**src/pkg/nrs_pkg.sv**
```systemverilog
// Constants, field layout and state type for the node register set.
// Assumes a single 50 MHz clock and 32-bit register words.
package nrs_pkg;

    // ---------------------------------------------------------------
    // Register offsets from the nodespace base
    // ---------------------------------------------------------------
    localparam logic [7:0] OFS_DEVICE_IDENTITY = 8'h00;
    localparam logic [7:0] OFS_BUS_ERROR_STATUS = 8'h04;
    localparam logic [7:0] OFS_FAILING_ADDRESS = 8'h08;
    localparam logic [7:0] OFS_GENERAL_PURPOSE = 8'h0C;
    localparam logic [7:0] OFS_NODE_SPECIFIC = 8'h1C;
    localparam logic [7:0] OFS_BUS_CONTROL = 8'h24;
    localparam logic [7:0] OFS_FAILING_ADDR_EXT = 8'h2C;
    localparam logic [7:0] OFS_BUS_ERROR_EXT = 8'h34;

    // Nodespace window: upper bits compared against the base
    localparam int NODESPACE_W = 19;
    localparam int OFS_W = 8;

    // ---------------------------------------------------------------
    // Field positions
    // ---------------------------------------------------------------
    localparam int REV_MSB = 31;
    localparam int REV_LSB = 16;
    localparam int TYPE_MSB = 15;
    localparam int TYPE_LSB = 0;
    localparam int BIT_ERROR_SUMMARY = 31;
    localparam int BIT_NODE_RESET = 30;
    localparam int BIT_NODE_HALT = 29;
    localparam int BIT_FAULT_LINE = 28;
    localparam int CMDR_ID_MSB = 3;
    localparam int CMDR_ID_LSB = 0;

    // Error bits folded into the summary (27,25..15,13)
    localparam logic [31:0] ERR_FLAG_MASK = 32'h0BFF_A000;

    // ---------------------------------------------------------------
    // Reset values
    // ---------------------------------------------------------------
    localparam logic [31:0] RST_WORD = 32'h0000_0000;
    localparam logic [3:0] RST_CMDR_ID = 4'h0;

    // ---------------------------------------------------------------
    // Timing
    // ---------------------------------------------------------------
    localparam int CLK_PERIOD_NS = 20;
    localparam int INIT_TIME_NS = 1000;
    localparam int INIT_CYCLES =
        (INIT_TIME_NS + CLK_PERIOD_NS - 1) / CLK_PERIOD_NS;
    localparam logic [7:0] INIT_CYCLES_W8 = 8'(INIT_CYCLES);

    // Reset/self-test sequencer states
    typedef enum logic [1:0] {
        ST_INIT = 2'b00,
        ST_TEST = 2'b01,
        ST_FAIL = 2'b10,
        ST_RUN = 2'b11
    } nrs_seq_t;

endpackage

```
**src/nrs_init_seq.sv**
```systemverilog
// Initialization and self-test sequencer for one node.
// Assumes the node core reports self-test completion and its outcome.
`timescale 1ns/1ns

module nrs_init_seq (
    input wire logic ref_clk,
    input wire logic reset_n,
    input wire logic holdInit,
    input wire logic startReset,
    input wire logic testDone,
    input wire logic testOk,
    output logic nodeInit_r,
    output logic initEnd_r,
    output logic busy_r
);

    nrs_pkg::nrs_seq_t state_r;
    logic [7:0] count_r;

    // ---------------------------------------------------------------
    // Sequencer
    // ---------------------------------------------------------------
    // Power-up and node reset share one path, so both run self-test
    always_ff @(posedge ref_clk) begin
        if (!reset_n || holdInit) begin
            state_r <= nrs_pkg::ST_INIT;
            count_r <= 8'h00;
        end else if (startReset) begin
            state_r <= nrs_pkg::ST_INIT;
            count_r <= 8'h00;
        end else begin
            unique case (state_r)
                nrs_pkg::ST_INIT: begin
                    if (count_r == nrs_pkg::INIT_CYCLES_W8 - 8'h01) begin
                        state_r <= nrs_pkg::ST_TEST;
                    end
                    count_r <= count_r + 8'h01;
                end
                nrs_pkg::ST_TEST: begin
                    if (testDone) begin
                        state_r <= testOk ? nrs_pkg::ST_RUN
                                          : nrs_pkg::ST_FAIL;
                    end
                end
                // Failed test keeps the fault line up until a reset or power-fail restarts init
                nrs_pkg::ST_FAIL: state_r <= nrs_pkg::ST_FAIL;
                nrs_pkg::ST_RUN: state_r <= nrs_pkg::ST_RUN;
            endcase
        end
    end

    // ---------------------------------------------------------------
    // Registered status outputs
    // ---------------------------------------------------------------
    always_ff @(posedge ref_clk) begin
        if (!reset_n) begin
            nodeInit_r <= 1'b1;
            initEnd_r <= 1'b0;
            busy_r <= 1'b1;
        end else begin
            nodeInit_r <= holdInit || startReset ||
                (state_r == nrs_pkg::ST_INIT &&
                 count_r != nrs_pkg::INIT_CYCLES_W8 - 8'h01);
            initEnd_r <= !holdInit && !startReset &&
                state_r == nrs_pkg::ST_INIT &&
                count_r == nrs_pkg::INIT_CYCLES_W8 - 8'h01;
            busy_r <= holdInit || startReset ||
                !(state_r == nrs_pkg::ST_RUN ||
                  (state_r == nrs_pkg::ST_TEST && testDone && testOk));
        end
    end

endmodule

```
**src/nrs_node_regs.sv**
```systemverilog
// Required per-node register set of a system-bus node.
// Assumes bus transactions arrive already decoded to address and
// read/write strobes on ref_clk, and that power-fail is synchronous.
//
// Contract
// - Registers sit at fixed byte offsets from the nodespace base.
// - Identity, bus error and extension always; commander set too.
// - Offsets are taken from the first nodespace address.
// - Write-one-to-clear bits read their state; a 0 write keeps them.
// - Identity resets to zero and is loaded during initialization.
// - Identity bits 31..16 hold a read/write revision value.
// - Identity bits 15..0 hold a read/write class and identifier.
// - A failed transaction captures error bit and commander id.
// - Captured error status stays frozen until software clears it.
// - Bit 31 reads as the OR of the listed error bits.
// - Writing 1 to bit 30 starts a full power-up style reset.
// - Node reset runs self-test, fault line held until it passes.
// - A resetting node issues no accesses on the system bus.
// - Power-fail clears the reset bit; a node reset leaves it set.
// - Writing 1 to bit 29 puts the node in a quiet state; here it only raises haltRequest_r and the commander path stays open.
// - With halt set the processor stops and awaits the console.
// - Bit 28 reads the fault line; writes drive or release it.
// - Bit 27 is a sticky corrected confirmation error flag.
`timescale 1ns/1ns

module nrs_node_regs (
    input wire logic ref_clk,
    input wire logic reset_n,
    input wire logic powerFail_n,
    input wire logic [31:0] nodespaceBase,
    input wire logic [31:0] busAddr,
    input wire logic busRead,
    input wire logic busWrite,
    input wire logic [31:0] busWrData,
    output logic [31:0] rdData_r,
    output logic rdValid_r,
    output logic busAck_r,
    output logic busRefused_r,
    input wire logic errStrobe,
    input wire logic [31:0] errFlags,
    input wire logic [3:0] errCommanderId,
    input wire logic [31:0] errAddr,
    input wire logic [31:0] errAddrExt,
    input wire logic [15:0] initRevision,
    input wire logic [15:0] initNodeType,
    input wire logic testDone,
    input wire logic testOk,
    output logic nodeInit_r,
    output logic commanderEnable_r,
    output logic haltRequest_r,
    input wire logic faultLineIn_n,
    output logic faultLineOut_n_r,
    output logic faultLineOe_r
);

    // ---------------------------------------------------------------
    // Address decode
    // ---------------------------------------------------------------
    logic inNodespace;
    logic [nrs_pkg::OFS_W-1:0] offset;
    logic busReq;
    logic accepted;
    logic wrAcc;
    logic rdAcc;
    logic seqBusy;


    // Upper address bits must match the base; offset is the remainder
    assign inNodespace =
        busAddr[31:nrs_pkg::NODESPACE_W] ==
        nodespaceBase[31:nrs_pkg::NODESPACE_W];
    assign offset = busAddr[nrs_pkg::OFS_W-1:0];
    assign busReq = inNodespace && (busRead || busWrite);

    // No register access while initializing or testing
    assign accepted = busReq && !seqBusy;
    assign wrAcc = accepted && busWrite;
    // A write wins over a read
    assign rdAcc = accepted && busRead && !busWrite;

    // Only offsets inside the register page decode to registers
    logic inPage;

    assign inPage =
        busAddr[nrs_pkg::NODESPACE_W-1:nrs_pkg::OFS_W] == '0;

    logic wrIdentity;
    logic wrBusError;
    logic wrGeneral;
    assign wrIdentity = wrAcc && inPage &&
        offset == nrs_pkg::OFS_DEVICE_IDENTITY;
    assign wrBusError = wrAcc && inPage &&
        offset == nrs_pkg::OFS_BUS_ERROR_STATUS;
    assign wrGeneral = wrAcc && inPage &&
        offset == nrs_pkg::OFS_GENERAL_PURPOSE;

    // ---------------------------------------------------------------
    // Reset and self-test sequencing
    // ---------------------------------------------------------------
    logic seqInit;
    logic seqInitEnd;
    logic nodeResetStart;
    logic powerFail;

    assign powerFail = !powerFail_n;

    // A node reset request is a write of 1 to bit 30
    assign nodeResetStart =
        wrBusError && busWrData[nrs_pkg::BIT_NODE_RESET];

    // Power-fail holds it in init
    nrs_init_seq u_init_seq (
        .ref_clk(ref_clk),
        .reset_n(reset_n),
        .holdInit(powerFail),
        .startReset(nodeResetStart),
        .testDone(testDone),
        .testOk(testOk),
        .nodeInit_r(seqInit),
        .initEnd_r(seqInitEnd),
        .busy_r(seqBusy)
    );

    // Local reset covers both power-up and software node reset
    logic localReset;
    assign localReset = !reset_n || powerFail || nodeResetStart;

    // ---------------------------------------------------------------
    // Device identity
    // ---------------------------------------------------------------
    logic [15:0] revision_r;
    logic [15:0] nodeType_r;

    // Zero until loaded, so a zero read marks an unready node
    always_ff @(posedge ref_clk) begin
        if (localReset) begin
            revision_r <= nrs_pkg::RST_WORD[15:0];
            nodeType_r <= nrs_pkg::RST_WORD[15:0];
        end else if (seqInitEnd) begin
            revision_r <= initRevision;
            nodeType_r <= initNodeType;
        end else if (wrIdentity) begin
            revision_r <=
                busWrData[nrs_pkg::REV_MSB:nrs_pkg::REV_LSB];
            nodeType_r <=
                busWrData[nrs_pkg::TYPE_MSB:nrs_pkg::TYPE_LSB];
        end
    end

    // ---------------------------------------------------------------
    // Bus error flags and captured status
    // ---------------------------------------------------------------
    logic [31:0] errHeld_r;
    logic [3:0] cmdrId_r;
    logic [31:0] failAddr_r;
    logic [31:0] failAddrExt_r;

    logic [31:0] clearMask;
    logic [31:0] afterClear;
    logic [31:0] newErr;
    logic locked;
    logic capture;

    // Only listed error bits are writable-to-clear; others ignore 1s
    assign clearMask = wrBusError ?
        (busWrData & nrs_pkg::ERR_FLAG_MASK) : '0;
    assign afterClear = errHeld_r & ~clearMask;
    assign newErr = errFlags & nrs_pkg::ERR_FLAG_MASK;

    // Status stays locked while any flag survives this cycle's clear
    assign locked = |afterClear;
    // A fresh error in the clearing cycle is still taken
    assign capture = errStrobe && |newErr && !locked;

    // Flag state
    always_ff @(posedge ref_clk) begin
        if (localReset) begin
            errHeld_r <= nrs_pkg::RST_WORD;
        end else if (capture) begin
            errHeld_r <= afterClear | newErr;
        end else begin
            errHeld_r <= afterClear;
        end
    end

    // Commander identity and failing address, frozen with the flags
    always_ff @(posedge ref_clk) begin
        if (localReset) begin
            cmdrId_r <= nrs_pkg::RST_CMDR_ID;
            failAddr_r <= nrs_pkg::RST_WORD;
            failAddrExt_r <= nrs_pkg::RST_WORD;
        end else if (capture) begin
            cmdrId_r <= errCommanderId;
            failAddr_r <= errAddr;
            failAddrExt_r <= errAddrExt;
        end
    end

    // Summary is pure combinational OR; nothing stores it
    logic errorSummary;

    assign errorSummary = |(errHeld_r & nrs_pkg::ERR_FLAG_MASK);

    // ---------------------------------------------------------------
    // Node reset, halt and fault line control bits
    // ---------------------------------------------------------------
    logic nodeResetBit_r;
    logic nodeHaltBit_r;
    logic faultDrive_r;

    // Only power-up reset or power-fail clears the reset bit; node reset keeps it set
    always_ff @(posedge ref_clk) begin
        if (!reset_n || powerFail) begin
            nodeResetBit_r <= 1'b0;
        end else if (wrBusError) begin
            nodeResetBit_r <=
                nodeResetBit_r | busWrData[nrs_pkg::BIT_NODE_RESET];
        end
    end

    // Halt bit survives until written 0 or the node is reset
    always_ff @(posedge ref_clk) begin
        if (localReset) begin
            nodeHaltBit_r <= 1'b0;
        end else if (wrBusError) begin
            nodeHaltBit_r <= busWrData[nrs_pkg::BIT_NODE_HALT];
        end
    end

    // Software part of the fault line drive
    always_ff @(posedge ref_clk) begin
        if (localReset) begin
            faultDrive_r <= 1'b0;
        end else if (wrBusError) begin
            faultDrive_r <= busWrData[nrs_pkg::BIT_FAULT_LINE];
        end
    end

    // General purpose scratch word for the commander
    logic [31:0] generalPurpose_r;

    always_ff @(posedge ref_clk) begin
        if (localReset) begin
            generalPurpose_r <= nrs_pkg::RST_WORD;
        end else if (wrGeneral) begin
            generalPurpose_r <= busWrData;
        end
    end

    // ---------------------------------------------------------------
    // Read data
    // ---------------------------------------------------------------
    logic [31:0] rdMux;
    logic [31:0] busErrorWord;

    // Fault bit shows the line level, not just our own drive
    always_comb begin
        busErrorWord = errHeld_r & nrs_pkg::ERR_FLAG_MASK;
        busErrorWord[nrs_pkg::BIT_ERROR_SUMMARY] = errorSummary;
        busErrorWord[nrs_pkg::BIT_NODE_RESET] = nodeResetBit_r;
        busErrorWord[nrs_pkg::BIT_NODE_HALT] = nodeHaltBit_r;
        busErrorWord[nrs_pkg::BIT_FAULT_LINE] = !faultLineIn_n;
        busErrorWord[nrs_pkg::CMDR_ID_MSB:nrs_pkg::CMDR_ID_LSB] =
            cmdrId_r;
    end

    // Optional and layout-less registers read as zero
    always_comb begin
        rdMux = '0;
        if (inPage) begin
            unique case (offset)
                nrs_pkg::OFS_DEVICE_IDENTITY:
                    rdMux = {revision_r, nodeType_r};
                nrs_pkg::OFS_BUS_ERROR_STATUS:
                    rdMux = busErrorWord;
                nrs_pkg::OFS_FAILING_ADDRESS:
                    rdMux = failAddr_r;
                nrs_pkg::OFS_GENERAL_PURPOSE:
                    rdMux = generalPurpose_r;
                nrs_pkg::OFS_FAILING_ADDR_EXT:
                    rdMux = failAddrExt_r;
                nrs_pkg::OFS_NODE_SPECIFIC,
                nrs_pkg::OFS_BUS_CONTROL,
                nrs_pkg::OFS_BUS_ERROR_EXT:
                    rdMux = '0;
                default:
                    rdMux = '0;
            endcase
        end
    end

    // ---------------------------------------------------------------
    // Bus answer
    // ---------------------------------------------------------------
    // One-cycle answer; data stays until the next read
    always_ff @(posedge ref_clk) begin
        if (!reset_n) begin
            rdData_r <= nrs_pkg::RST_WORD;
            rdValid_r <= 1'b0;
            busAck_r <= 1'b0;
            busRefused_r <= 1'b0;
        end else begin
            if (rdAcc) begin
                rdData_r <= rdMux;
            end
            rdValid_r <= rdAcc;
            busAck_r <= accepted;
            // Refusal has no effect
            busRefused_r <= busReq && seqBusy;
        end
    end

    // ---------------------------------------------------------------
    // Outputs to the node core and the fault line
    // ---------------------------------------------------------------
    // Commander path stays shut while resetting, testing or in power-fail; halt leaves it open
    always_ff @(posedge ref_clk) begin
        if (!reset_n) begin
            nodeInit_r <= 1'b1;
            commanderEnable_r <= 1'b0;
            haltRequest_r <= 1'b0;
        end else begin
            nodeInit_r <= seqInit || nodeResetStart;
            commanderEnable_r <= !seqBusy && !nodeResetStart &&
                !powerFail;
            haltRequest_r <= nodeHaltBit_r;
        end
    end

    // Open-drain: pull low while testing or when software asks
    always_ff @(posedge ref_clk) begin
        if (!reset_n) begin
            faultLineOut_n_r <= 1'b0;
            faultLineOe_r <= 1'b1;
        end else begin
            faultLineOut_n_r <= 1'b0;
            faultLineOe_r <= seqBusy || nodeResetStart ||
                faultDrive_r;
        end
    end

endmodule

```
**config.mk**
```make
export PLATFORM = sky130hd
export DESIGN_NAME = nrs_node_regs
export DESIGN_NICKNAME = d
export VERILOG_FILES = /design/src/pkg/nrs_pkg.sv /design/src/nrs_init_seq.sv /design/src/nrs_node_regs.sv
export SDC_FILE = /design/constraint.sdc
export NUM_CORES = 1
export LEC_CHECK = 0
export BUFFER_PORTS_ARGS = -buffer_cell sky130_fd_sc_hd__buf_2
export CORE_MARGIN = 2
export CORE_UTILIZATION = 55
export CTS_BUF_LIST = sky130_fd_sc_hd__clkbuf_8 sky130_fd_sc_hd__clkbuf_16
export CTS_CLUSTER_DIAMETER = 40
export CTS_CLUSTER_SIZE = 40
export DETAILED_ROUTE_END_ITERATION = 7
export PLACE_DENSITY_LB_ADDON = 0.12
export SKIP_LAST_GASP = 1
export SYNTH_ARGS = -nofsm -noshare
export SYNTH_HDL_FRONTEND = slang
export SYNTH_SLANG_ARGS = --single-unit
```
**constraint.sdc**
```tcl
create_clock -name ref_clk -period 5.9 [get_ports ref_clk]
set_input_delay 0.885 -clock ref_clk [delete_from_list [all_inputs] [get_ports ref_clk]]
set_output_delay 0.885 -clock ref_clk [all_outputs]
set_load 0.005 [all_outputs]
```
; ---- After elaboration in Yosys (flattened, before gate mapping)
; Index checks and enable logic that the tools add are counted.
[word_totals]
ramBits = 0
in_bits = 237
n_memories = 0
latch_bits = 0
output_inout_bits = 40
elab_cells = 100
rom_bits = 0
register_bits = 219
[op_classes]
bitwise = 4
muxes = 12
multipliers = 0
magnitude_cmp = 0
reduce_logical = 48
n_div = 0
n_eq_ne = 12
shifts = 0
n_addsub = 1
[op_table]
columns = cell, count
row1 = 32-bit one-hot mux with 5 select lines, 1
row2 = 16-bit two-way mux, 4
row3 = 32-bit two-way mux, 2
row4 = 32-bit AND, 1
row5 = 28-bit inverter with 32-bit output, 1
row6 = 32-bit by 28-bit bitwise OR with 32-bit output, 1
row7 = 32-bit OR reduction, 1
row8 = 28-bit two-way mux, 1
row9 = 13-bit OR reduction, 2
row10 = 1-bit logical AND, 21
row11 = "8-bit by 4-bit equality test with 1-bit output, second input constant", 2
row12 = "8-bit by 6-bit equality test with 1-bit output, second input constant", 2
row13 = 13-bit equality test, 1
row14 = 11-bit zero test, 1
row15 = 1-bit logical OR, 10
row16 = "8-bit by 1-bit adder with 8-bit output, second input constant", 1
row17 = "8-bit by 3-bit equality test with 1-bit output, second input constant", 1
row18 = 1-bit zero test, 8
row19 = 8-bit zero test, 1
row20 = "8-bit by 6-bit != test with 1-bit output, second input constant", 1
row21 = 2-bit one-hot mux with 4 select lines, 1
row22 = "2-bit equality test, second input constant", 2
row23 = 2-bit two-way mux, 2
row24 = "2-bit != test, second input constant", 2
row25 = 7 further kinds, 7

; ---- Depth between registers and ports, before layout
; Gate-level depths: netlist of the first run.
[logic_depth]
ltp_word = 13
ltp_mapped = 11
ltp_nobuf = 7

; ---- By module
; From an unflattened synthesis of the first run, not the netlist that was laid out.
[hier_totals]
cells_unflattened = 1057
hier_area_um2 = 9494.1
[by_module_without_submodules]
columns = mod, cells_per_inst, seq_area_each_um2, area_each_um2, instances
row1 = nrs_node_regs, 992, 3743.6, 8911.0, 1
row2 = nrs_init_seq, 65, 260.2, 583.1, 1

; ---- Least setup slack after synthesis of the first run
; OpenSTA, ideal clock, no wires.
[synth_timing]
kind = input -> register
from = input busAddr[1]
to = register cmdrId_r[0]
setup_time_ns = 0.072
arrival_ns = 3.019
path_stages = 10
required_time_ns = 5.828
path_slack_ns = 2.809
path_buffers = 3
cell_sequence = or4_4 nor4_4 buf_4 nand4_1 o21ai_1 nand4_1 nor4_1 buf_4 buf_6 mux2i_1
[synth_between]
elab_chain_len = 8
word_cells_on_any_way = 10
classes_between = 1 x eq/ne / 1 x mux / 2 x bitwise / 6 x reduce/logical
[synth_lines]
columns = element, line_no
row1 = start: declaration, nrs_node_regs.sv:31  ; input wire logic [31:0] busAddr,
row2 = 8-bit by 3-bit equality test with 1-bit output *, nrs_node_regs.sv:93  ; offset == nrs_pkg::OFS_BUS_ERROR_STATUS;
row3 = 1-bit logical AND *, nrs_node_regs.sv:92  ; assign wrBusError = wrAcc && inPage &&
row4 = 28-bit two-way mux, nrs_node_regs.sv:165  ; assign clearMask = wrBusError ?
row5 = 28-bit inverter with 32-bit output, nrs_node_regs.sv:167  ; assign afterClear = errHeld_r & ~clearMask;
row6 = 32-bit AND, nrs_node_regs.sv:167
row7 = 32-bit OR reduction, nrs_node_regs.sv:171  ; assign locked = |afterClear;
row8 = 1-bit zero test, nrs_node_regs.sv:173  ; assign capture = errStrobe && |newErr && !locked;
row9 = 1-bit logical AND, nrs_node_regs.sv:173
row10 = end signal: assignment, nrs_node_regs.sv:189  ; cmdrId_r <= nrs_pkg::RST_CMDR_ID;
row11 = end signal: assignment, nrs_node_regs.sv:193  ; cmdrId_r <= errCommanderId;
row12 = end: declaration, nrs_node_regs.sv:154  ; logic [3:0] cmdrId_r;
; Mark *: on every way between the ends. The rest lies on a longest branch, timed or not.
; A chain may end at the register's enable or synchronous reset.

; ---- Worst setup path in the final report of the first run
[layout_timing]
from = input busAddr[2]
to = register generalPurpose_r[11]
[layout_between]
elab_chain_len = 4
word_cells_on_any_way = 6
classes_between = 2 x eq/ne / 4 x reduce/logical
[layout_lines]
columns = element, line_no
row1 = 8-bit by 3-bit equality test with 1-bit output, nrs_node_regs.sv:93
row2 = 1-bit logical AND, nrs_node_regs.sv:92
row3 = 1-bit logical AND, nrs_node_regs.sv:109  ; wrBusError && busWrData[nrs_pkg::BIT_NODE_RESET];
row4 = 1-bit logical OR, nrs_node_regs.sv:126  ; assign localReset = !reset_n || powerFail || nodeResetStart;
row5 = end signal: assignment, nrs_node_regs.sv:244  ; generalPurpose_r <= nrs_pkg::RST_WORD;
row6 = end signal: assignment, nrs_node_regs.sv:246  ; generalPurpose_r <= busWrData;
row7 = end: declaration, nrs_node_regs.sv:240  ; logic [31:0] generalPurpose_r;
; Several ways; a longest one is shown, not always the timed one.

==> impl_metrics.py, run 1 <==
metrics = {
    "clock_network": {
        "clk_latency_ps": 430,
        "cts.sinks": 200,
        "cts-htree-levels": 4,
        "cts_tree": "built",
        "hold_buffers": 0,
        "cts_post_setup_buffers_inserted": 0,
        "root_buffer": "clkbuf_16",
        "clock_path_buffers": 2,
        "clk_pin_slew_ps": 70,
        "cts_buffers": 17,
        "ctsResizeCount": 0,
    },
    "drt": {
        "viasPerCell": 5.67,
        "drc_errors": 0,
        "vias": 8515,
        "drt-initial-drc-count": 804,
        "wl_per_cell_um": 18.1,
        "ant_nets": 0,
        "first_pass_iters": 6,
        "wirelength_mm": 27.2,
    },
    "flow_run": {
        "drv_cap": 0,
    },
    "power": {
        "total_power_w": 0.00292,
        "combinationalPowerShare_pct": 10.7,
        "p_clk_share_pct": 41.2,
        "switching_share_pct": 24.4,
        "power_density_nw_per_um2": 267,
        "power_switching_w": 0.000710,
        "seqPwrFrac_pct": 48.0,
        "p_leak_nw": 4.27,
        "ir_worst_vdd_mv": 0.195,
        "internal_power_w": 0.00220,
    },
    "layout": {
        "final_common_cell": "nand2_1",
        "multi_input_area_um2": 4660,
        "area_growth_pct": 20.3,
        "final_cell_mix": "290 x nand2_1, 237 x buf_2, 200 x dfxtp_1",
        "postLayoutCellArea_um2": 10900,
        "seq_area_um2": 4000,
        "fin_nets": 1509,
        "layout.cells.non_filler": 1502,
        "layout-drive-gt1-share_pct": 24.6,
        "n_fill_cell": 1391,
    },
    "grt": {
        "first_global_vias": 7806,
        "grt_usage_pct": 30.7,
        "antenna_found_initial": 4,
        "grt-ovfl-total": 0,
        "grt_pass1_wl_mm": 42.5,
        "grt_max_degree": 76,
    },
    "placement": {
        "port_buffers": 237,
        "pre_cts_slack_ps": 1300,
        "dp.cells": 1467,
        "dpl_cell_area_um2": 10300,
        "dp_hpwl_mm": 19.4,
        "gp_routability_congestion": 0.913,
    },
    "logic_synthesis": {
        "ys.flop_type": "dfxtp_1",
        "synth-warning-count": 0,
        "synth_area_um2": 9060,
        "synthDistinctLibCells": 51,
        "async_flop_share_pct": 0,
        "ys_seq_area_share_pct": 44.2,
        "synth_nets": 1319,
        "synth-edff-count": 0,
        "ys_ff_latch": 200,
        "postSynthCellCount": 1080,
        "syn_area_per_cell_um2": 8.39,
    },
    "sta": {
        "maxSlewHeadroom_pct": 33.6,
        "worst_pin_slew_ps": 995,
        "slew_violations": 0,
        "finalCritPeriodShare_pct": 72.2,
        "finClkSkew_ps": 6.95,
        "fin_ws_ps": 1640,
        "rsz0062_at_grt": "false",
        "fmax_mhz": 235,
        "setup_violations": 0,
        "post-route-min-period_ps": 4260,
        "hold_viol_final": 0,
        "finalSetupTns_ps": 0,
    },
    "setup_path": {
        "worstPathMaxFanout": 46,
        "r2r-end": "failAddrExt_r[11]",
        "slowest_stage": "nor4b_1",
        "rrSetupSlack_ps": 2730,
        "slowest_delay_ps": 710,
        "worst-setup-path-type": "input port to flip-flop",
        "cp_data_arrival_time_ps": 4570,
        "worst_setup_path_end_kind": "flip-flop",
        "r2r_start": "u_init_seq.busy_r",
        "crit_start": "busAddr[2]",
        "critPathCapture": "generalPurpose_r[11]",
        "start_kind": "input port",
        "crit_required_ps": 6210,
        "cpMostUsedCell": "buf_4",
        "crit_chain": "buf_2, nand2b_1, nor4_4, buf_4, nand3_1, nor4b_1, nand2b_2, buf_4, buf_4, a21oi_1",
        "reg2reg_depth": 7,
    },
    "floorplan": {
        "die_y_um": 132,
        "die_x_um": 132,
        "coreArea_um2": 16000,
        "num_rows": 46,
        "fp.dieArea_um2": 17500,
        "initial_core_util_pct": 56.6,
        "pin_count": 277,
    },
    "outcome": {
        "status": "complete, no violations",
    },
    "worst_hold_path": {
        "min_path_type": "flip-flop to flip-flop",
    },
}
[metrics by stage]
stage	hold WS (ps)	utilization [%]
global route	461	68.1
CTS	428	68.1
finish	431	68.1
floorplan	391	-
global placement	410	64.3
detailed placement	411	64.3
[synth_stat cells, drive strengths merged (2+ instances only)]
| master | count | area, um^2 |
|---|---|---|
| nand2 | 290 | 1090 |
| a31o | 14 | 123 |
| and2 | 3 | 18.8 |
| dfxtp | 200 | 4000 |
| nand3 | 8 | 40.0 |
| nor2b | 4 | 25.0 |
| nand2b | 3 | 18.8 |
| or4 | 2 | 18.8 |
| ha | 2 | 25.0 |
| xnor2 | 2 | 17.5 |
| a221o | 19 | 190 |
| nand4 | 21 | 131 |
| nor4 | 13 | 96.3 |
| nor2 | 90 | 338 |
| mux2i | 81 | 811 |
| o221ai | 17 | 149 |
| and3 | 6 | 37.5 |
| clkbuf | 60 | 225 |
| nor3 | 6 | 30.0 |
| xor2 | 17 | 149 |
| nor4b | 2 | 17.5 |
| buf | 25 | 174 |
| mux2 | 20 | 225 |
| and4 | 3 | 26.3 |
| a22oi | 47 | 353 |
| a21boi | 32 | 240 |
| a21oi | 50 | 250 |
| a31oi | 2 | 12.5 |
| o21ai | 24 | 120 |
| inv | 5 | 18.8 |
[critical path, delay by kind of cell]
family / cells / cell delay (ps)
AND/OR/NAND/NOR: 5 / 1800
AO/OA/AOI/OAI: 1 / 80
buffers and inverters: 4 / 1720
[cell families (layout without fill, tap and decap cells)]
group | after synthesis | in the layout | share of synthesized area, %
simple gates | 454 | 454 | 21.1
compound gates | 212 | 212 | 16.5
flops | 200 | 200 | 44.2
mux | 101 | 101 | 11.4
buf+inv | 91 | 293 | 4.65
xor+xnor | 19 | 19 | 1.84
fa+ha+maj | 2 | 2 | 0.276
other cells | 1 | 5 | 0.0414
[cell type report]
cell class | count | share of cell area [%]
antenna | 4 | 0.0918
clock buffer | 19 | 4.16
clock inverter | 12 | 1.38
inverter | 6 | 0.207
multi-input combinational | 789 | 42.8
sequential | 200 | 36.7
tap | 216 | 2.48
timing repair buffer | 256 | 12.2
[metal layers]
| metal | track usage (%) | up-vias | wire length (um) |
|---|---|---|---|
| li1 | - | 4135 | - |
| met2 | 44.6 | 398 | 11800 |
| met5 | 0 | - | 0 |
| met1 | 45.7 | 3947 | 12400 |
| met3 | 6.42 | 35 | 2510 |
| met4 | 9.02 | 0 | 466 |
[how the worst min path moves through the flow]
stage / from / to / cells after the start
6_report: u_init_seq.nodeInit_r / nodeInit_r / 1
5_1_grt: u_init_seq.nodeInit_r / nodeInit_r / 1
4_1_cts: u_init_seq.nodeInit_r / nodeInit_r / 1
3_5_place_dp: u_init_seq.nodeInit_r / nodeInit_r / 1
3_3_place_gp: u_init_seq.nodeInit_r / nodeInit_r / 1
2_1_floorplan: u_init_seq.nodeInit_r / nodeInit_r / 1
[registers in the layout, summed over array words and instances (netlist names), 8 cells and up]
| signal | cells |
|---|---|
| failAddr_r | 32 |
| errHeld_r | 13 |
| rdData_r | 32 |
| failAddrExt_r | 32 |
| generalPurpose_r | 32 |
| nodeType_r | 16 |
| revision_r | 16 |
| u_init_seq.count_r | 8 |
[power by group through the flow]
stage	Clock (W)	Combinational, W	Sequential (W)
after floorplan	0	0.000204	0.00142
final	0.00120	0.000313	0.00140
after CTS	0.00121	0.000310	0.00140
after global placement	0	0.000306	0.00143
after global routing	0.00127	0.000335	0.00140
after detailed placement	0	0.000309	0.00143
Power figures use the tool's default switching activity.
==> run 2: changes to the inputs <==
--- a/config.mk
+++ b/config.mk
@@ -7,7 +7,7 @@
 export LEC_CHECK = 0
 export BUFFER_PORTS_ARGS = -buffer_cell sky130_fd_sc_hd__buf_2
 export CORE_MARGIN = 2
-export CORE_UTILIZATION = 55
+export CORE_UTILIZATION = 52
 export CTS_BUF_LIST = sky130_fd_sc_hd__clkbuf_8 sky130_fd_sc_hd__clkbuf_16
 export CTS_CLUSTER_DIAMETER = 40
 export CTS_CLUSTER_SIZE = 40
==> constraint.sdc (replaced) <==
create_clock -name ref_clk -period 4.15 [get_ports ref_clk]
set_input_delay 0.6225 -clock ref_clk [delete_from_list [all_inputs] [get_ports ref_clk]]
set_output_delay 0.6225 -clock ref_clk [all_outputs]
set_load 0.005 [all_outputs]
==> impl_metrics.py, run 2 (synthesis results as in run 1) <==
metrics = {
    "sta": {
        "fmax_mhz": 304,
        "rsz0062_at_grt": "false",
        "hold_viol_final": 0,
        "maxSlewHeadroom_pct": 24.9,
        "finClkSkew_ps": 10.2,
        "slew_violations": 0,
        "worst_pin_slew_ps": 1120,
        "finalSetupTns_ps": 0,
        "post-route-min-period_ps": 3290,
        "setup_violations": 0,
        "finalCritPeriodShare_pct": 79.4,
    },
    "layout": {
        "n_fill_cell": 1546,
        "postLayoutCellArea_um2": 10900,
        "layout-drive-gt1-share_pct": 24.9,
        "area_growth_pct": 20.7,
        "seq_area_um2": 4000,
        "multi_input_area_um2": 4660,
        "fin_nets": 1513,
        "final_common_cell": "nand2_1",
        "final_cell_mix": "290 x nand2_1, 237 x buf_2, 200 x dfxtp_1",
    },
    "setup_path": {
        "path_buf_inv": 2,
        "critPathTopFamily": "simple AND/OR/NAND/NOR gates",
        "worst_setup_path_end_kind": "flip-flop",
        "start_kind": "input port",
        "crit_chain": "buf_2, xor2_1, nor4_1, nand4_1, o31ai_1, nand4_1, nor4_2, buf_12, mux2i_1",
        "worstPathMaxFanout": 69,
        "slowest_stage": "nand4_1",
        "cpMostUsedCell": "nand4_1",
        "crit_required_ps": 4510,
        "worst-setup-path-type": "input port to flip-flop",
        "cp_data_arrival_time_ps": 3660,
        "slowest_delay_ps": 490,
    },
    "placement": {
        "dp_hpwl_mm": 19.2,
        "gp_routability_congestion": 0.944,
        "dpl_cell_area_um2": 10400,
        "port_buffers": 237,
    },
    "power": {
        "power_density_nw_per_um2": 367,
        "ir_worst_vdd_mv": 0.306,
        "p_leak_nw": 4.28,
    },
    "drt": {
        "drc_errors": 0,
        "ant_nets": 0,
        "viasPerCell": 5.53,
        "drt-initial-drc-count": 852,
        "wl_per_cell_um": 17.6,
        "first_pass_iters": 6,
        "vias": 8368,
        "wirelength_mm": 26.7,
    },
    "worst_hold_path": {
        "min_path_type": "input port to flip-flop",
    },
    "grt": {
        "antenna_found_initial": 1,
        "grt-ovfl-total": 0,
        "grt_usage_pct": 28.7,
        "grt_pass1_wl_mm": 41.1,
        "first_global_vias": 7646,
        "grt_max_degree": 83,
    },
    "clock_network": {
        "cts.sinks": 200,
        "cts_tree": "built",
        "clk_latency_ps": 430,
        "hold_buffers": 0,
        "ctsResizeCount": 0,
        "cts_buffers": 17,
        "cts-htree-levels": 4,
        "clock_path_buffers": 2,
        "cts_post_setup_buffers_inserted": 0,
        "clk_pin_slew_ps": 70,
        "root_buffer": "clkbuf_16",
    },
    "floorplan": {
        "fp.dieArea_um2": 18500,
        "die_x_um": 136,
        "initial_core_util_pct": 52.7,
        "die_y_um": 136,
        "num_rows": 48,
        "pin_count": 277,
        "coreArea_um2": 17200,
    },
    "flow_run": {
        "drv_cap": 0,
    },
    "outcome": {
        "status": "complete, no violations",
    },
}
[run 2: report_power, final]
group	internal, W	switching [W]	leakage [nW]
combinational	0.000200	0.000245	2.40
clock	0.000798	0.000781	0.261
sequential	0.00196	0.0000296	1.62
total	0.00296	0.00106	4.28
[run 2: final cells by class]
cell class | instances | share of cell area [%]
Inverter | 6 | 0.206
Timing Repair Buffer | 260 | 12.9
Clock inverter | 14 | 1.06
Antenna cell | 2 | 0.0458
Clock buffer | 18 | 4.02
Tap cell | 225 | 2.57
Multi-Input combinational cell | 789 | 42.6
Sequential cell | 200 | 36.6
[run 2: metal layers]
metal	vias to the layer above	share of wire (%)	GRT usage, %
li1	4138	-	-
met1	3850	47	43.2
met2	351	43	41.6
met3	29	8.8	5.82
met4	0	1.4	7.12
met5	-	0	0
[run 2: path summary, 6_finish.rpt]
path                                            start              to  slack [ps]  cells past startpoint
worst max-delay path                nodespaceBase[24]  failAddr_r[21]         860                      9
worst max register to register      u_init_seq.busy_r  failAddr_r[21]        1210                      7
worst min-delay path                    busWrData[10]  nodeType_r[10]         420                      3
worst min register to register  u_init_seq.nodeInit_r      nodeInit_r         430                      1
[run 2: stage by stage]
stage / setup WS [ps] / instances / power [W] / utilization, % / hold slack [ps]
after floorplan: 1320 / 1080 / 0.00231 / - / 391
after global placement: 490 / 1480 / 0.00247 / 60.4 / 416
after detailed placement: 436 / 1480 / 0.00248 / 60.4 / 418
after CTS: 885 / 1512 / 0.00403 / 63.6 / 414
after global routing: 518 / 1513 / 0.00414 / 63.7 / 421
final: 856 / 1514 / 0.00402 / 63.7 / 423
[run 2: worst register-to-register path, cell delays in order (launching register included)]
cell	delay [ps]
dfxtp_1	440
nor2b_1	590
nand4_1	200
o21ai_0	290
nand4_1	150
nor4_2	450
buf_12	450
mux2i_1	300
==> run 3: changes to the inputs <==
==> constraint.sdc (replaced) <==
create_clock -name ref_clk -period 3.1 [get_ports ref_clk]
set_input_delay 0.465 -clock ref_clk [delete_from_list [all_inputs] [get_ports ref_clk]]
set_output_delay 0.465 -clock ref_clk [all_outputs]
set_load 0.005 [all_outputs]
==> impl_metrics.py, run 3 (synthesis results as in run 1) <==
metrics = {
    "clock_network": {
        "clk_pin_slew_ps": 80,
        "clock_path_buffers": 2,
        "clk_latency_ps": 440,
        "cts_buffers": 17,
        "cts_post_setup_buffers_inserted": 0,
        "root_buffer": "clkbuf_16",
        "ctsResizeCount": 0,
        "cts-htree-levels": 4,
        "cts.sinks": 200,
        "hold_buffers": 0,
        "cts_tree": "built",
    },
    "sta": {
        "post-route-min-period_ps": 2730,
        "hold_viol_final": 0,
        "fin_ws_ps": 369,
        "finalSetupTns_ps": 0,
        "setup_violations": 0,
        "finClkSkew_ps": 12.6,
        "rsz0062_at_grt": "false",
        "slew_violations": 0,
        "maxSlewHeadroom_pct": 56.5,
        "worst_pin_slew_ps": 651,
        "finalCritPeriodShare_pct": 88.1,
        "fmax_mhz": 366,
    },
    "setup_path": {
        "worst-setup-path-type": "input port to flip-flop",
        "slowest_delay_ps": 570,
        "crit_start": "busAddr[1]",
        "worstPathMaxFanout": 18,
        "critPathCapture": "failAddr_r[16]",
        "r2r-end": "failAddr_r[16]",
        "cp_data_arrival_time_ps": 3100,
        "r2r_start": "u_init_seq.busy_r",
        "crit_required_ps": 3470,
        "crit_chain": "buf_2, or4_4, nor4_4, buf_4, nand4_1, o21ai_0, nand4_1, nor4_2, buf_4, buf_12, mux2i_1",
        "slowest_stage": "or4_4",
        "start_kind": "input port",
        "rrSetupSlack_ps": 880,
        "reg2reg_depth": 9,
        "worst_setup_path_end_kind": "flip-flop",
    },
    "grt": {
        "grt_pass1_wl_mm": 42.0,
        "grt_max_degree": 64,
        "first_global_vias": 7928,
        "grtUsageMet2_pct": 43.1,
        "globalRoute.busiestLayer": "met1",
        "grt.met3_usage_pct": 5.15,
        "antenna_found_initial": 2,
        "grt-ovfl-total": 0,
        "use_met1_pct": 44.5,
        "grt_usage_pct": 29.4,
    },
    "power": {
        "p_clk_share_pct": 41.7,
        "internal_power_w": 0.00428,
        "ir_worst_vdd_mv": 0.378,
        "power_switching_w": 0.00141,
        "combinationalPowerShare_pct": 11.5,
        "seqPwrFrac_pct": 46.8,
        "switching_share_pct": 24.7,
        "p_leak_nw": 4.47,
        "power_density_nw_per_um2": 506,
    },
    "layout": {
        "fin_nets": 1539,
        "final_cell_mix": "290 x nand2_1, 237 x buf_2, 200 x dfxtp_1",
        "final_common_cell": "nand2_1",
        "postLayoutCellArea_um2": 11300,
        "area_growth_pct": 24.2,
        "fin_util_pct": 65.5,
        "n_fill_cell": 1550,
        "layout-drive-gt1-share_pct": 26.4,
    },
    "drt": {
        "viasPerCell": 5.51,
        "wl_per_cell_um": 17.4,
        "drt-initial-drc-count": 839,
        "ant_nets": 0,
        "wirelength_mm": 26.9,
        "first_pass_iters": 5,
        "vias": 8487,
        "drc_errors": 0,
    },
    "outcome": {
        "status": "complete, no violations",
    },
    "placement": {
        "port_buffers": 237,
        "gp_routability_congestion": 0.928,
        "pre_cts_slack_ps": -92.6,
        "dp_hpwl_mm": 19.9,
        "dpl_cell_area_um2": 10600,
    },
    "floorplan": {
        "die_y_um": 136,
        "pin_count": 277,
        "coreArea_um2": 17200,
        "die_x_um": 136,
        "fp.dieArea_um2": 18500,
        "initial_core_util_pct": 52.7,
        "num_rows": 48,
    },
    "flow_run": {
        "drv_cap": 0,
    },
    "worst_hold_path": {
        "min_path_type": "input port to flip-flop",
    },
}
==> run 3: power by group through the flow <==
stage / registers (W) / logic, W / clock network [W]
3_3_place_gp: 0.00272 / 0.000644 / 0
2_1_floorplan: 0.00271 / 0.000388 / 0
6_report: 0.00267 / 0.000653 / 0.00237
3_5_place_dp: 0.00272 / 0.000647 / 0
4_1_cts: 0.00266 / 0.000651 / 0.00239
5_1_grt: 0.00267 / 0.000701 / 0.00249
==> run 3: critical path, delay by kind of cell <==
family                 cells  cell delay, ps
AND/OR/NAND/NOR            5            1380
multiplexers               1             200
AO/OA/AOI/OAI              1             270
buffers and inverters      4             770
==> run 3: through the flow <==
stage,hold slack (ps),std cells,power [W]
6_report,261,1540,0.00569
5_1_grt,257,1540,0.00586
4_1_cts,254,1538,0.00570
3_5_place_dp,419,1506,0.00337
3_3_place_gp,407,1506,0.00337
2_1_floorplan,391,1080,0.00310
==> run 3: worst min path at each step <==
| stage | from | to | cells after the start |
|---|---|---|---|
| 2_1_floorplan | u_init_seq.nodeInit_r | nodeInit_r | 1 |
| 3_5_place_dp | u_init_seq.nodeInit_r | nodeInit_r | 1 |
| 6_report | errAddr[22] | failAddr_r[22] | 3 |
| 4_1_cts | errAddr[23] | failAddr_r[23] | 3 |
| 3_3_place_gp | u_init_seq.nodeInit_r | nodeInit_r | 1 |
| 5_1_grt | errAddr[28] | failAddr_r[28] | 3 |
==> run 3: cell type report <==
cell class                 instances  area [um^2]  area share, %
antenna                            2         5.00         0.0445
clock buffer                      20          467           4.15
clock inverter                    12          161           1.43
inverter                           6         22.5          0.200
multi-input combinational        789         4660           41.4
sequential                       200         4000           35.6
tap                              225          282           2.50
timing repair buffer             286         1650           14.7
==> run 3: metal layers <==
metal,vias to the layer above,wire [um]
li1,4196,-
met1,3890,12800
met2,375,11400
met3,26,2380
met4,0,340
met5,-,0
